File: src/core/fpx_placeholder_note.sv
// intentionally empty companion file holding no logic
`timescale 1ns/1ns

File: src/core/fpx_pkg.sv
// constants, field layout and types of the floating-point add, compare and divide unit
package fpx_pkg;
    // ========================================================
    // instruction word fields
    localparam logic [5:0] FPX_OPC = 6'h21;
    localparam logic [4:0] FPX_SUB_ADD = 5'h05;
    localparam logic [4:0] FPX_SUB_CMP = 5'h07;
    localparam logic [4:0] FPX_SUB_DIV = 5'h0e;
    localparam int OPC_HI = 31;
    localparam int OPC_LO = 26;
    localparam int DST_HI = 25;
    localparam int DST_LO = 21;
    localparam int SRA_HI = 20;
    localparam int SRA_LO = 16;
    localparam int SUB_HI = 15;
    localparam int SUB_LO = 11;
    localparam int TA_HI = 10;
    localparam int TA_LO = 9;
    localparam int TB_HI = 8;
    localparam int TB_LO = 7;
    localparam int TD_HI = 6;
    localparam int TD_LO = 5;
    localparam int SRB_HI = 4;
    localparam int SRB_LO = 0;
    localparam logic [1:0] PREC_SGL = 2'h0;
    localparam logic [1:0] PREC_DBL = 2'h1;
    // ========================================================
    // number formats and datapath
    localparam int SGL_BIAS = 127;
    localparam int DBL_BIAS = 1023;
    localparam int SGL_EMAX = 255;
    localparam int DBL_EMAX = 2047;
    localparam int MANT_TOP = 55;
    localparam logic [5:0] DROP_SGL = 6'h20;
    localparam logic [5:0] DROP_DBL = 6'h03;
    localparam logic [5:0] DIV_STEPS = 6'h38;
    // ========================================================
    // exception vector, one hot
    localparam logic [5:0] EXC_UNIMP = 6'h01;
    localparam logic [5:0] EXC_RSV = 6'h02;
    localparam logic [5:0] EXC_DZ = 6'h04;
    localparam logic [5:0] EXC_OVF = 6'h08;
    localparam logic [5:0] EXC_UNF = 6'h10;
    localparam logic [5:0] EXC_INX = 6'h20;
    // ========================================================
    // register map and reset values
    localparam logic [7:0] REG_CTRL = 8'h00;
    localparam logic [7:0] REG_STAT = 8'h04;
    localparam logic [7:0] REG_MASK = 8'h08;
    localparam logic [7:0] REG_INFO = 8'h0c;
    localparam int CTRL_EN_BIT = 0;
    localparam int CTRL_IXM_BIT = 1;
    localparam logic [1:0] CTRL_RST = 2'h1;
    localparam logic [5:0] STAT_RST = 6'h00;
    localparam logic [5:0] MASK_RST = 6'h00;
    // ========================================================
    // sequencing
    typedef enum logic [1:0] {
        FPX_IDLE = 2'b00,
        FPX_DIV = 2'b01,
        FPX_RND = 2'b10
    } fpx_state_e;
endpackage

File: src/core/fpx_unit.sv
// floating-point add, compare and divide unit with its register port
//
// The strobed register port and the register offsets are this design's own decisions.
`timescale 1ns/1ns
// Contract
// - add checks both sources for reserved encodings, then adds and writes sum
// - reserved source operand takes reserved operand exception, no result
// - add and divide signal overflow, underflow or inexact from the result
// - inexact is raised only when not masked
// - each source and destination precision chosen independently
// - destination register zero or unit disabled takes unimplemented exception
// - precision code 00 is single, 01 is double
// - add word: opcode 100001, sub-op 00101, fields at documented bits
// - compare word: sub-op 00111, bits 6-5 zero, two source precisions
// - compare evaluates relations of first minus second, writes bit string
// - compare gives four range-bound flags of first against zero..second
// - negative second operand clears all four range-bound flags
// - signed relation flags set exactly when the relation holds
// - ordered flag set when ordered, unordered flag when unordered
// - compare result bits above the flags are zero
// - divide puts first over second quotient in the destination
// - zero divisor raises divide-by-zero
module fpx_unit
    import fpx_pkg::*;
(
    // clock and reset
    input wire logic mclk,
    input wire logic rst,
    // register port
    input wire logic [7:0] reg_addr,
    input wire logic [31:0] reg_wdata,
    input wire logic reg_wr,
    input wire logic reg_rd,
    output logic [31:0] reg_rdata,
    // issue from the sequencer
    input wire logic issue_valid,
    input wire logic [31:0] issue_instr,
    input wire logic [63:0] src_a_data,
    input wire logic [63:0] src_b_data,
    // completion towards the register file
    output logic busy,
    output logic done,
    output logic wr_en,
    output logic [4:0] wr_reg,
    output logic wr_double,
    output logic [63:0] wr_data,
    output logic [5:0] exc_taken,
    // interrupt
    output logic irq
);
    // ========================================================
    // unpack: {reserved, zero, sign, unbiased exp[12:0], mantissa[52:0]}
    function automatic logic [68:0] fpx_unpack(input logic [63:0] d, input logic dbl);
        logic [10:0] e;
        logic [51:0] f;
        logic [12:0] ue;
        logic s;
        logic rsv;
        begin
            if (dbl)
            begin
                s = d[63];
                e = d[62:52];
                f = d[51:0];
                ue = 13'(e) - 13'(DBL_BIAS);
                rsv = (e == 11'h7ff) || (e == 11'h000 && f != 52'h0);
            end
            else
            begin
                s = d[31];
                e = {3'h0, d[30:23]};
                f = {d[22:0], 29'h0};
                ue = 13'(e) - 13'(SGL_BIAS);
                rsv = (e == 11'h0ff) || (e == 11'h000 && f != 52'h0);
            end
            return {rsv, (e == 11'h000 && f == 52'h0), s, ue, 1'b1, f};
        end
    endfunction

    // ========================================================
    // state and registers
    fpx_state_e state_r, state_nxt;
    logic [1:0] ctrl_r;
    logic [5:0] stat_r, stat_nxt;
    logic [5:0] mask_r, mask_nxt;
    logic [31:0] rdata_r;
    logic busy_r, done_r, we_r, wdbl_r, irq_r;
    logic [4:0] wreg_r, dst_r;
    logic [63:0] wdata_r;
    logic [5:0] exc_r;
    logic raw_s_r, raw_dbl_r;
    logic [12:0] raw_e_r;
    logic [56:0] raw_m_r;
    logic [54:0] rem_r;
    logic [52:0] dvs_r;
    logic [5:0] cnt_r;

    // ========================================================
    // instruction decode
    wire [5:0] d_opc = issue_instr[OPC_HI:OPC_LO];
    wire [4:0] d_sub = issue_instr[SUB_HI:SUB_LO];
    wire [4:0] d_dst = issue_instr[DST_HI:DST_LO];
    wire [1:0] d_ta = issue_instr[TA_HI:TA_LO];
    wire [1:0] d_tb = issue_instr[TB_HI:TB_LO];
    wire [1:0] d_td = issue_instr[TD_HI:TD_LO];
    wire op_add = d_opc == FPX_OPC && d_sub == FPX_SUB_ADD;
    wire op_cmp = d_opc == FPX_OPC && d_sub == FPX_SUB_CMP;
    wire op_div = d_opc == FPX_OPC && d_sub == FPX_SUB_DIV;
    // precision codes: only single and double are legal
    wire ta_ok = d_ta == PREC_SGL || d_ta == PREC_DBL;
    wire tb_ok = d_tb == PREC_SGL || d_tb == PREC_DBL;
    wire td_ok = op_cmp ? d_td == 2'h0 : (d_td == PREC_SGL || d_td == PREC_DBL);
    wire bad_word = !(op_add || op_cmp || op_div) || !ta_ok || !tb_ok || !td_ok;
    wire unimp = !ctrl_r[CTRL_EN_BIT] || d_dst == 5'h00 || bad_word;

    // operand unpack, each by its own precision field
    wire [68:0] ua = fpx_unpack(src_a_data, d_ta == PREC_DBL);
    wire [68:0] ub = fpx_unpack(src_b_data, d_tb == PREC_DBL);
    wire a_rsv = ua[68];
    wire a_zer = ua[67];
    wire a_s = ua[66];
    wire [12:0] a_x = ua[65:53];
    wire [52:0] a_m = ua[52:0];
    wire b_rsv = ub[68];
    wire b_zer = ub[67];
    wire b_s = ub[66];
    wire [12:0] b_x = ub[65:53];
    wire [52:0] b_m = ub[52:0];
    wire rsv_hit = a_rsv || b_rsv;
    wire dz_hit = op_div && b_zer;

    // magnitude keys: zero maps to the smallest key
    wire [12:0] a_e = a_zer ? 13'h1000 : a_x;
    wire [12:0] b_e = b_zer ? 13'h1000 : b_x;
    wire [65:0] ka = a_zer ? 66'h0 : {a_e ^ 13'h1000, a_m};
    wire [65:0] kb = b_zer ? 66'h0 : {b_e ^ 13'h1000, b_m};
    wire a_big = ka >= kb;

    // ========================================================
    // add alignment and sum
    wire [12:0] e_big = a_big ? a_e : b_e;
    wire [12:0] e_dif = a_big ? a_e - b_e : b_e - a_e;
    wire [55:0] m_big = a_big ? {a_m & {53{!a_zer}}, 3'h0} : {b_m & {53{!b_zer}}, 3'h0};
    wire [55:0] m_sml = a_big ? {b_m & {53{!b_zer}}, 3'h0} : {a_m & {53{!a_zer}}, 3'h0};
    wire [55:0] m_shr = m_sml >> e_dif;
    wire m_lost = |(m_sml ^ (m_shr << e_dif)); // bits shifted out fold into sticky
    wire [56:0] m_aln = {1'b0, m_shr[55:1], m_shr[0] | m_lost};
    wire eff_sub = a_s ^ b_s;
    wire [56:0] add_sum = eff_sub ? {1'b0, m_big} - m_aln : {1'b0, m_big} + m_aln;
    wire add_sgn = (add_sum == 57'h0) ? (a_s & b_s) : (a_big ? a_s : b_s);

    // ========================================================
    // compare relations on signed values
    wire na = a_s && !a_zer;
    wire nb = b_s && !b_zer;
    wire c_eq = ka == kb && na == nb;
    wire c_lt = (na && !nb) || (!na && !nb && ka < kb) || (na && nb && ka > kb);
    wire c_gt = !c_lt && !c_eq;
    // range-bound flags against zero .. second operand
    wire r_in = !nb && !na && ka != 66'h0 && c_lt;
    wire r_ib = !nb && !na && (c_lt || c_eq);
    wire r_ou = !nb && (na || c_gt);
    wire r_ob = !nb && (na || ka == 66'h0 || c_gt || c_eq);
    // operands that pass the reserved check are always ordered
    wire c_ord = !rsv_hit;
    wire [31:0] cmp_word = {20'h0,
        r_ob, r_in, r_ib, r_ou,
        !c_lt, c_lt, c_lt || c_eq, c_gt, !c_eq, c_eq,
        c_ord, !c_ord};

    // ========================================================
    // issue-time completion: exceptions by priority, or compare
    wire [5:0] early_exc = unimp ? EXC_UNIMP : rsv_hit ? EXC_RSV : dz_hit ? EXC_DZ : 6'h00;
    wire take = state_r == FPX_IDLE && issue_valid;
    wire early_fin = take && (early_exc != 6'h00 || op_cmp);
    wire start_add = take && !early_fin && op_add;
    wire start_div = take && !early_fin && op_div;

    // ========================================================
    // normalise and round the raw result
    wire [56:0] rnd_m = raw_m_r | {56'h0, rem_r != 55'h0}; // remainder is divide sticky
    logic [5:0] lead;
    always_comb
    begin
        lead = 6'h00;
        for (int i = 0; i < 57; i++)
            if (rnd_m[i])
                lead = 6'(i);
    end
    wire top_hit = lead == 6'(MANT_TOP + 1);
    wire [5:0] lsh = top_hit ? 6'h00 : 6'(MANT_TOP) - lead;
    wire [55:0] nm = top_hit ? {rnd_m[56:2], rnd_m[1] | rnd_m[0]} : rnd_m[55:0] << lsh;
    wire [12:0] ne = top_hit ? raw_e_r + 13'h0001 : raw_e_r - {7'h00, lsh};
    wire [5:0] drop = raw_dbl_r ? DROP_DBL : DROP_SGL;
    wire [52:0] kept = 53'(nm >> drop);
    wire g_bit = nm[6'(drop - 6'h01)];
    wire [55:0] s_msk = (56'h1 << (drop - 6'h01)) - 56'h1;
    wire s_bit = |(nm & s_msk);
    wire up = g_bit & (s_bit | kept[0]); // round to nearest even
    wire [53:0] rk = {1'b0, kept} + 54'(up);
    wire carry = raw_dbl_r ? rk[53] : rk[24];
    wire [12:0] bias = raw_dbl_r ? 13'(DBL_BIAS) : 13'(SGL_BIAS);
    wire [12:0] emax = raw_dbl_r ? 13'(DBL_EMAX) : 13'(SGL_EMAX);
    wire [12:0] bexp = ne + 13'(carry) + bias;
    wire nz = rnd_m != 57'h0;
    wire ovf = nz && $signed(bexp) >= $signed(emax);
    wire unf = nz && $signed(bexp) <= $signed(13'h0000);
    wire inx = nz && (g_bit || s_bit);
    wire inx_take = inx && !ctrl_r[CTRL_IXM_BIT];
    wire [5:0] rnd_exc = ovf ? EXC_OVF : unf ? EXC_UNF : inx_take ? EXC_INX : 6'h00;
    wire [63:0] pk_dbl = nz ? {raw_s_r, bexp[10:0], rk[51:0]} : {raw_s_r, 63'h0};
    wire [31:0] pk_sgl = nz ? {raw_s_r, bexp[7:0], rk[22:0]} : {raw_s_r, 31'h0};
    wire [63:0] rnd_res = raw_dbl_r ? pk_dbl : {32'h0, pk_sgl};

    // ========================================================
    // divide step: restoring, one quotient bit per cycle
    wire dv_ge = rem_r >= {2'h0, dvs_r};
    wire [54:0] dv_sub = dv_ge ? rem_r - {2'h0, dvs_r} : rem_r;
    wire [54:0] dv_rem = {dv_sub[53:0], 1'b0};

    // ========================================================
    // finish selection shared by both completion paths
    wire rnd_fin = state_r == FPX_RND;
    wire fin = early_fin || rnd_fin;
    wire [5:0] fin_exc = rnd_fin ? rnd_exc : early_exc;
    wire fin_we = fin && fin_exc == 6'h00;
    wire [63:0] fin_data = rnd_fin ? rnd_res : {32'h0, cmp_word};
    wire fin_dbl = rnd_fin && raw_dbl_r;
    wire [4:0] fin_reg = rnd_fin ? dst_r : d_dst;

    // state sequencing
    always_comb
    begin
        state_nxt = state_r;
        unique case (state_r)
            FPX_IDLE:
            begin
                if (start_add)
                    state_nxt = FPX_RND;
                else if (start_div)
                    state_nxt = FPX_DIV;
            end
            FPX_DIV:
            begin
                if (cnt_r == 6'h01)
                    state_nxt = FPX_RND;
            end
            FPX_RND:
                state_nxt = FPX_IDLE;
            default:
                state_nxt = FPX_IDLE;
        endcase
    end

    // ========================================================
    // register port decode
    wire wr_ctrl = reg_wr && reg_addr == REG_CTRL;
    wire wr_stat = reg_wr && reg_addr == REG_STAT;
    wire wr_mask = reg_wr && reg_addr == REG_MASK;
    wire [5:0] stat_set = fin ? fin_exc : 6'h00;
    wire [5:0] stat_clr = wr_stat ? reg_wdata[5:0] : 6'h00;
    assign stat_nxt = (stat_r & ~stat_clr) | stat_set; // a new event beats the clear
    assign mask_nxt = wr_mask ? reg_wdata[5:0] : mask_r;
    wire [31:0] rd_mux = (reg_addr == REG_CTRL) ? {30'h0, ctrl_r} :
                         (reg_addr == REG_STAT) ? {26'h0, stat_r} :
                         (reg_addr == REG_MASK) ? {26'h0, mask_r} :
                         (reg_addr == REG_INFO) ? {24'h0, cnt_r, state_r} : 32'h0;

    // control and interrupt registers
    always_ff @(posedge mclk)
    begin
        if (rst)
        begin
            ctrl_r <= CTRL_RST;
            stat_r <= STAT_RST;
            mask_r <= MASK_RST;
            irq_r <= 1'b0;
            rdata_r <= 32'h0;
        end
        else
        begin
            if (wr_ctrl)
                ctrl_r <= reg_wdata[1:0];
            stat_r <= stat_nxt;
            mask_r <= mask_nxt;
            irq_r <= |(stat_nxt & mask_nxt);
            rdata_r <= reg_rd ? rd_mux : 32'h0; // data stands one cycle only
        end
    end

    // sequencer state and datapath holding registers
    always_ff @(posedge mclk)
    begin
        if (rst)
        begin
            state_r <= FPX_IDLE;
            cnt_r <= 6'h00;
            raw_s_r <= 1'b0;
            raw_e_r <= 13'h0000;
            raw_m_r <= 57'h0;
            raw_dbl_r <= 1'b0;
            rem_r <= 55'h0;
            dvs_r <= 53'h0;
            dst_r <= 5'h00;
        end
        else
        begin
            state_r <= state_nxt;
            if (start_add)
            begin
                raw_s_r <= add_sgn;
                raw_e_r <= e_big;
                raw_m_r <= add_sum;
                rem_r <= 55'h0;
            end
            else if (start_div)
            begin
                raw_s_r <= a_s ^ b_s;
                raw_e_r <= a_x - b_x;
                raw_m_r <= a_zer ? 57'h0 : 57'h0;
                rem_r <= a_zer ? 55'h0 : {2'h0, a_m};
                dvs_r <= b_m;
                cnt_r <= DIV_STEPS;
            end
            else if (state_r == FPX_DIV)
            begin
                raw_m_r <= {raw_m_r[55:0], dv_ge};
                rem_r <= dv_rem;
                cnt_r <= cnt_r - 6'h01;
            end
            if (start_add || start_div)
            begin
                raw_dbl_r <= d_td == PREC_DBL;
                dst_r <= d_dst;
            end
        end
    end

    // completion outputs
    always_ff @(posedge mclk)
    begin
        if (rst)
        begin
            busy_r <= 1'b0;
            done_r <= 1'b0;
            we_r <= 1'b0;
            wreg_r <= 5'h00;
            wdbl_r <= 1'b0;
            wdata_r <= 64'h0;
            exc_r <= 6'h00;
        end
        else
        begin
            busy_r <= state_nxt != FPX_IDLE;
            done_r <= fin;
            we_r <= fin_we;
            if (fin)
            begin
                wreg_r <= fin_reg;
                wdbl_r <= fin_dbl;
                wdata_r <= fin_data;
                exc_r <= fin_exc;
            end
        end
    end

    // outputs straight from flip-flops
    assign reg_rdata = rdata_r;
    assign busy = busy_r;
    assign done = done_r;
    assign wr_en = we_r;
    assign wr_reg = wreg_r;
    assign wr_double = wdbl_r;
    assign wr_data = wdata_r;
    assign exc_taken = exc_r;
    assign irq = irq_r;
endmodule // fpx_unit

File: config.mk
export PLATFORM = sky130hd
export DESIGN_NAME = fpx_unit
export DESIGN_NICKNAME = d
export VERILOG_FILES = /design/src/core/fpx_placeholder_note.sv /design/src/core/fpx_pkg.sv /design/src/core/fpx_unit.sv
export SDC_FILE = /design/constraint.sdc
export NUM_CORES = 2
export LEC_CHECK = 0
export ABC_AREA = 1
export BUFFER_PORTS_ARGS = -buffer_cell sky130_fd_sc_hd__buf_2
export CAP_MARGIN = 20
export CORE_ASPECT_RATIO = 0.9
export CORE_UTILIZATION = 45
export DETAILED_ROUTE_END_ITERATION = 8
export GPL_ROUTABILITY_DRIVEN = 1
export PLACE_DENSITY = 0.61
export SLEW_MARGIN = 20
export SYNTH_ARGS = -nofsm -noshare
export SYNTH_HDL_FRONTEND = slang
export SYNTH_SLANG_ARGS = --single-unit
export TNS_END_PERCENT = 1
File: constraint.sdc
create_clock -name mclk -period 38.9 [get_ports mclk]
set_clock_uncertainty 0.05 [all_clocks]
set_input_delay 7.78 -clock mclk [delete_from_list [all_inputs] [get_ports mclk]]
set_output_delay 7.78 -clock mclk [all_outputs]
set_load 0.01 [all_outputs]
After elaboration in Yosys (flattened, before gate mapping)

Cells that the tools add are included.

Bits in registers: 319
Word-level logic and storage cells: 335
Output and inout bits: 112

Order comparisons: 7
Shift-type cells: 5
Reduce and logical (&&, ||, !) cells: 117
Add/sub/neg operators: 19
Eq/ne operators: 20
Bitwise logic cells: 20
Multiplexer cells: 123

Operator list:

| kind                                           | number |
|---|---|
| 6-bit two-way mux                              | 69 |
| 57-bit two-way mux                             | 4 |
| 56-bit two-way mux                             | 3 |
| 66-bit two-way mux                             | 2 |
| 64-bit two-way mux                             | 2 |
| 13-bit two-way mux                             | 9 |
| 56-bit OR reduction                            | 2 |
| 55-bit two-way mux                             | 2 |
| 53-bit bitwise AND                             | 2 |
| 52-bit zero test                               | 2 |
| 52-bit two-way mux                             | 2 |
| 52-bit nonzero test                            | 2 |
| 66-bit equality test                           | 1 |
| 66-bit greater-or-equal comparator             | 1 |
| 66-bit > comparator                            | 1 |
| 66-bit zero test                               | 1 |
| 66-bit < comparator                            | 1 |
| 66-bit nonzero test                            | 1 |
| 63-bit two-way mux                             | 1 |
| 56-bit by 56-bit adder with 57-bit output      | 1 |
| 57-bit zero test                               | 1 |
| 57-bit by 1-bit OR with 57-bit output          | 1 |
| 57-bit nonzero test                            | 1 |
| 56-bit by 56-bit subtractor with 57-bit output | 1 |
| other kinds (70)                               | 198 |

Logic depth before layout (Yosys ltp)

Depth in word-level cells: 79
Gate-level depth with buffers: 114

Least setup slack after synthesis

Ideal clock, no wire load.

Kind: in2reg
From: input port issue_instr[10]
To: register raw_s_r
Required time: 38.740 ns
Path slack: 19.800 ns
Data arrival time: 18.940 ns
Stages: 96
Cells stage by stage: inv_1 > nand2_1 > clkbuf_1 > clkbuf_1 > clkbuf_1 > buf_1 > clkbuf_1 > buf_1 > a21oi_1 > o21ai_0 > o21ai_0 > inv_1 > nand2_1 > ha_1 > clkbuf_2 > nand2_2 > nor2_4 > nand2_1 > [60 not listed] > nand2_1 > nand2_1 > nor2_1 > nand3_1 > nor2_1 > nand3_1 > nor2_1 > nand2_1 > nor2_1 > inv_1 > nor2_1 > nand2_1 > nor2_1 > nand4_1 > nand3_1 > nand3_1 > nand2_1 > inv_1

Cells in the longest elaborated chain, start to end: 19
Elaborated cells on any way between the ends: 53

Ends and longest elaborated chain:

| what                                                                                                        | RTL line                         | RTL |
|---|---|---|
| from (decl)                                                                                                 | fpx_unit.sv:37                   | `input wire logic [31:0] issue_instr,` |
| 2-bit by 1-bit equality test with 1-bit output                                                              | fpx_unit.sv:110, fpx_unit.sv:117 |  |
| 52-bit two-way mux or 11-bit two-way mux (tied branches)                                                    | fpx_unit.sv:60                   | `if (dbl)` |
| 52-bit zero test or 11-bit zero test (tied branches)                                                        | fpx_unit.sv:76                   | `return {rsv, (e == 11'h000 && f == 52'h0), s, ue, 1'b1, f};` |
| 1-bit logical AND                                                                                           | fpx_unit.sv:76                   |  |
| 13-bit two-way mux                                                                                          | fpx_unit.sv:133                  | `wire [12:0] a_e = a_zer ? 13'h1000 : a_x;` |
| 1-bit NOT (no source line)                                                                                  | --                               |  |
| 66-bit two-way mux                                                                                          | fpx_unit.sv:135                  | `wire [65:0] ka = a_zer ? 66'h0 : {a_e ^ 13'h1000, a_m};` |
| 66-bit greater-or-equal comparator                                                                          | fpx_unit.sv:137                  | `wire a_big = ka >= kb;` |
| [3 not listed]                                                                                              | --                               |  |
| 56-bit bitwise XOR                                                                                          | fpx_unit.sv:146                  | `wire m_lost = \|(m_sml ^ (m_shr << e_dif));` |
| 56-bit OR reduction                                                                                         | fpx_unit.sv:146                  |  |
| 1-bit OR                                                                                                    | fpx_unit.sv:147                  | `wire [56:0] m_aln = {1'b0, m_shr[55:1], m_shr[0] \| m_lost};` |
| 56-bit by 56-bit adder with 57-bit output or 56-bit by 56-bit subtractor with 57-bit output (tied branches) | fpx_unit.sv:149                  | `wire [56:0] add_sum = eff_sub ? {1'b0, m_big} - m_aln : {1'b0, m_big} + m_aln;` |
| 57-bit two-way mux                                                                                          | fpx_unit.sv:149                  |  |
| 57-bit zero test                                                                                            | fpx_unit.sv:150                  | `wire add_sgn = (add_sum == 57'h0) ? (a_s & b_s) : (a_big ? a_s : b_s);` |
| 1-bit two-way mux                                                                                           | fpx_unit.sv:150                  |  |
| 1-bit two-way mux                                                                                           | fpx_unit.sv:309                  | `if (start_add)` |
| to (signal assigned)                                                                                        | fpx_unit.sv:311                  | `raw_s_r <= add_sgn;` |
| to (signal assigned)                                                                                        | fpx_unit.sv:318                  | `raw_s_r <= a_s ^ b_s;` |
| to (decl)                                                                                                   | fpx_unit.sv:91                   | `logic raw_s_r, raw_dbl_r;` |

Parallel ways exist; a longest one is shown, timed or not. The select of a mux whose other input is x is not followed.
A chain may end at the register's enable or synchronous reset.

Worst setup path after layout

Ends and elaborated chain as after synthesis.

==> results.toml <==
[synth]
synth_most_common_cell = "nand2_1"
synth-async-reset-ratio_pct = 0
ys_types = 71
ys_seq_area_share_pct = 13.4
synth_top_area_share_pct = 21.5
syn_inst = 8169
synth_commonest_cells = "nand2_1 (2513), nand3_1 (1214), inv_1 (843)"
ys_warn_count = 0
syn_area_sq_um = 43900
synthTopCellsByArea = "nand2_1 (21%), nand3_1 (14%), dfxtp_1 (13%)"
synth_seq_cells = 295
synth-edff-count = 0
ys.flop_type = "dfxtp_1"
syn_avg_cell_area_sq_um = 5.38
synth.largest_area_cell = "nand2_1"

[global_routing]
grt_pass1_vias = 51875
grt_max_degree = 106
grt_use_total_pct = 46.1
gr-total-overflow = 0
antenna_found_initial = 29
grt_pass1_wl_um = 344000

[finish]
drive_gt1_share_pct = 6.51
fin_nets = 8638
stdcell_count = 9495
largest_register_ffs = 64
syn2layout_area_growth_pct = 8.17

[routing]
via_per_inst = 6.26
drt_iter0_drc = 9616
wire_per_inst_um = 25.1
drc_errors = 0
drtPass1Iterations = 7
vias = 59449
wl_um = 239000
ant_nets = 0

[setup_path]
r2r_slack_ns = 25.91
cp.required_ns = 39.35
crit_start = "issue_instr[10]"
crit_path_end_kind = "register"
path_class = "in2reg"
ff2ff_path_depth = 102
reg2reg_to = "irq"
worstSetupStartpointType = "input pin"
setup.worst_path.end = "raw_s_r"
crit_arrival_ns = 28.23
crit_fanout = 70
cpPeakStageDelay_ns = 0.83
rr_startpoint = "raw_m_r[2]"
cp_slowest_cell = "clkinv_2"
crit_top_cell = "nand2_1"

[floorplan]
die_w_um = 331
pin_count = 317
start_util_pct = 45.5
core_area_sq_um = 96600
chipHeight_um = 298
num_rows = 108
die_area_sq_um = 98900

[placement]
placed_cells_incl_taps = 9413
dp_slack_ns = 12.12
gp_routability_congestion = 1.12
dpl.hpwl_um = 191000
numPortBuffers = 256

[timing]
rsz0062_at_grt = "false"
max_slew_margin_pct = 10.2
min_period_over_period_pct = 71.4
maxSlewViolCount = 0
finalCriticalPeriod_ns = 27.78
max_freq_ghz = 0.0360
setup_viol = 0
setup_ws_ns = 11.12
tns_ns = 0
worst_slew_pin_slew_ns = 1.33
holdWs_ns = 0.402
finalHoldViolations = 0

[power]
sw_frac_of_total_pct = 61.2
cellPowerDensity_nw_per_um2 = 53.0
power.share.clock_pct = 14.2
total_power_mw = 2.52
switching_power_mw = 1.54
power.internal_uw = 979
leakagePower_nw = 23.9
peakVddDrop_v = 0.0000477
p_comb_share_pct = 73.7
seq_power_share_pct = 12.1

[clock_tree]
cts_hold_buf = 0
cts_tree = "built"
clock-sinks = 295
cts_root_buffer = "clkbuf_16"
post-cts-setup-buffers = 0
ctsResizeCount = 0
cts_made_buffers = 36
clkTransAtPathRegs_ns = 0.06
h-tree-depth = 2
clock_latency_ns = 0.62
cts_buffer_depth = 3

[outcome]
status = "finished clean"

[flow_run]
drv_cap = 0

[hold_path]
hp-class = "reg2reg"
routing by layer:
layer / global-route usage [%] / vias to the layer above / routed length (um)
li1: - / 27280 / -
met1: 65.2 / 27401 / 100000
met2: 62.6 / 4141 / 90300
met3: 16.0 / 597 / 37000
met4: 18.7 / 30 / 11000
met5: 0 / - / 183
stage by stage:
step / instance area (sq um) / utilization (%)
after floorplan: 44000 / -
after global placement: 46200 / 47.8
after detailed placement: 46200 / 47.8
after CTS: 47400 / 49.1
after global routing: 47500 / 49.2
final: 47500 / 49.2
cells in the final DEF (no fill, tap or decap), types with 49 or more instances in the layout:
cell type and instances:
nor2_1 646, a31oi_1 49, nand3_1 1213, nand4_1 149, o21ai_0 540, nor3_1 75
xor2_1 113, dfxtp_1 294, a221oi_1 51, nand2_1 2505, a21oi_1 431, xnor2_1 68
nor4_1 69, buf_4 116, inv_1 840, o21ai_1 77, buf_2 255, ha_1 238
worst min path at each step:
stage / from / end / slack [ns] / cells after the start
4_1_cts: wr_data[33] / wr_data[33] / 0.40 / 2
2_1_floorplan: dvs_r[29] / dvs_r[29] / 0.38 / 2
3_5_place_dp: wr_data[33] / wr_data[33] / 0.39 / 2
6_report: wr_data[27] / wr_data[27] / 0.40 / 2
3_3_place_gp: wr_data[16] / wr_data[16] / 0.38 / 2
5_1_grt: wr_data[39] / wr_data[39] / 0.42 / 2
layout make-up:
type,count,area (sq um)
fillers,10705,49100
clock buffers,51,1070
repair buffers,374,2210
clock inverters,15,180
diodes,13,32.5
flip-flops and latches,295,5910
multi-input cells,6610,33300
well taps,1265,1580
inverters,872,3280
kinds of logic (layout without fill, tap and decap cells):
family / Yosys count / in the layout / synth area share, %
mux: 8 / 8 / 0.182
xor+xnor: 185 / 185 / 3.70
other cells: 1 / 37 / 0.00853
flops: 295 / 295 / 13.4
compound gates: 1392 / 1392 / 18.0
simple gates: 4757 / 4757 / 46.2
fa+ha+maj: 244 / 244 / 7.03
buf+inv: 1287 / 1312 / 11.5
power by group through the flow:
stage / clock [mW] / combinational (mW) / sequential (mW)
global placement: 0 / 1.73 / 0.312
finish: 0.358 / 1.86 / 0.305
detailed placement: 0 / 1.74 / 0.312
CTS: 0.361 / 1.74 / 0.305
floorplan: 0 / 1.16 / 0.312
global route: 0.371 / 1.96 / 0.305
critical path, delay by kind of cell:
family | cells | cell delay [ns]
compound gates | 6 | 1.96
xor+xnor | 1 | 0.17
fa+ha+maj | 3 | 1.05
buf+inv | 24 | 5.45
simple gates | 70 | 11.54
Power figures use the tool's default switching activity.
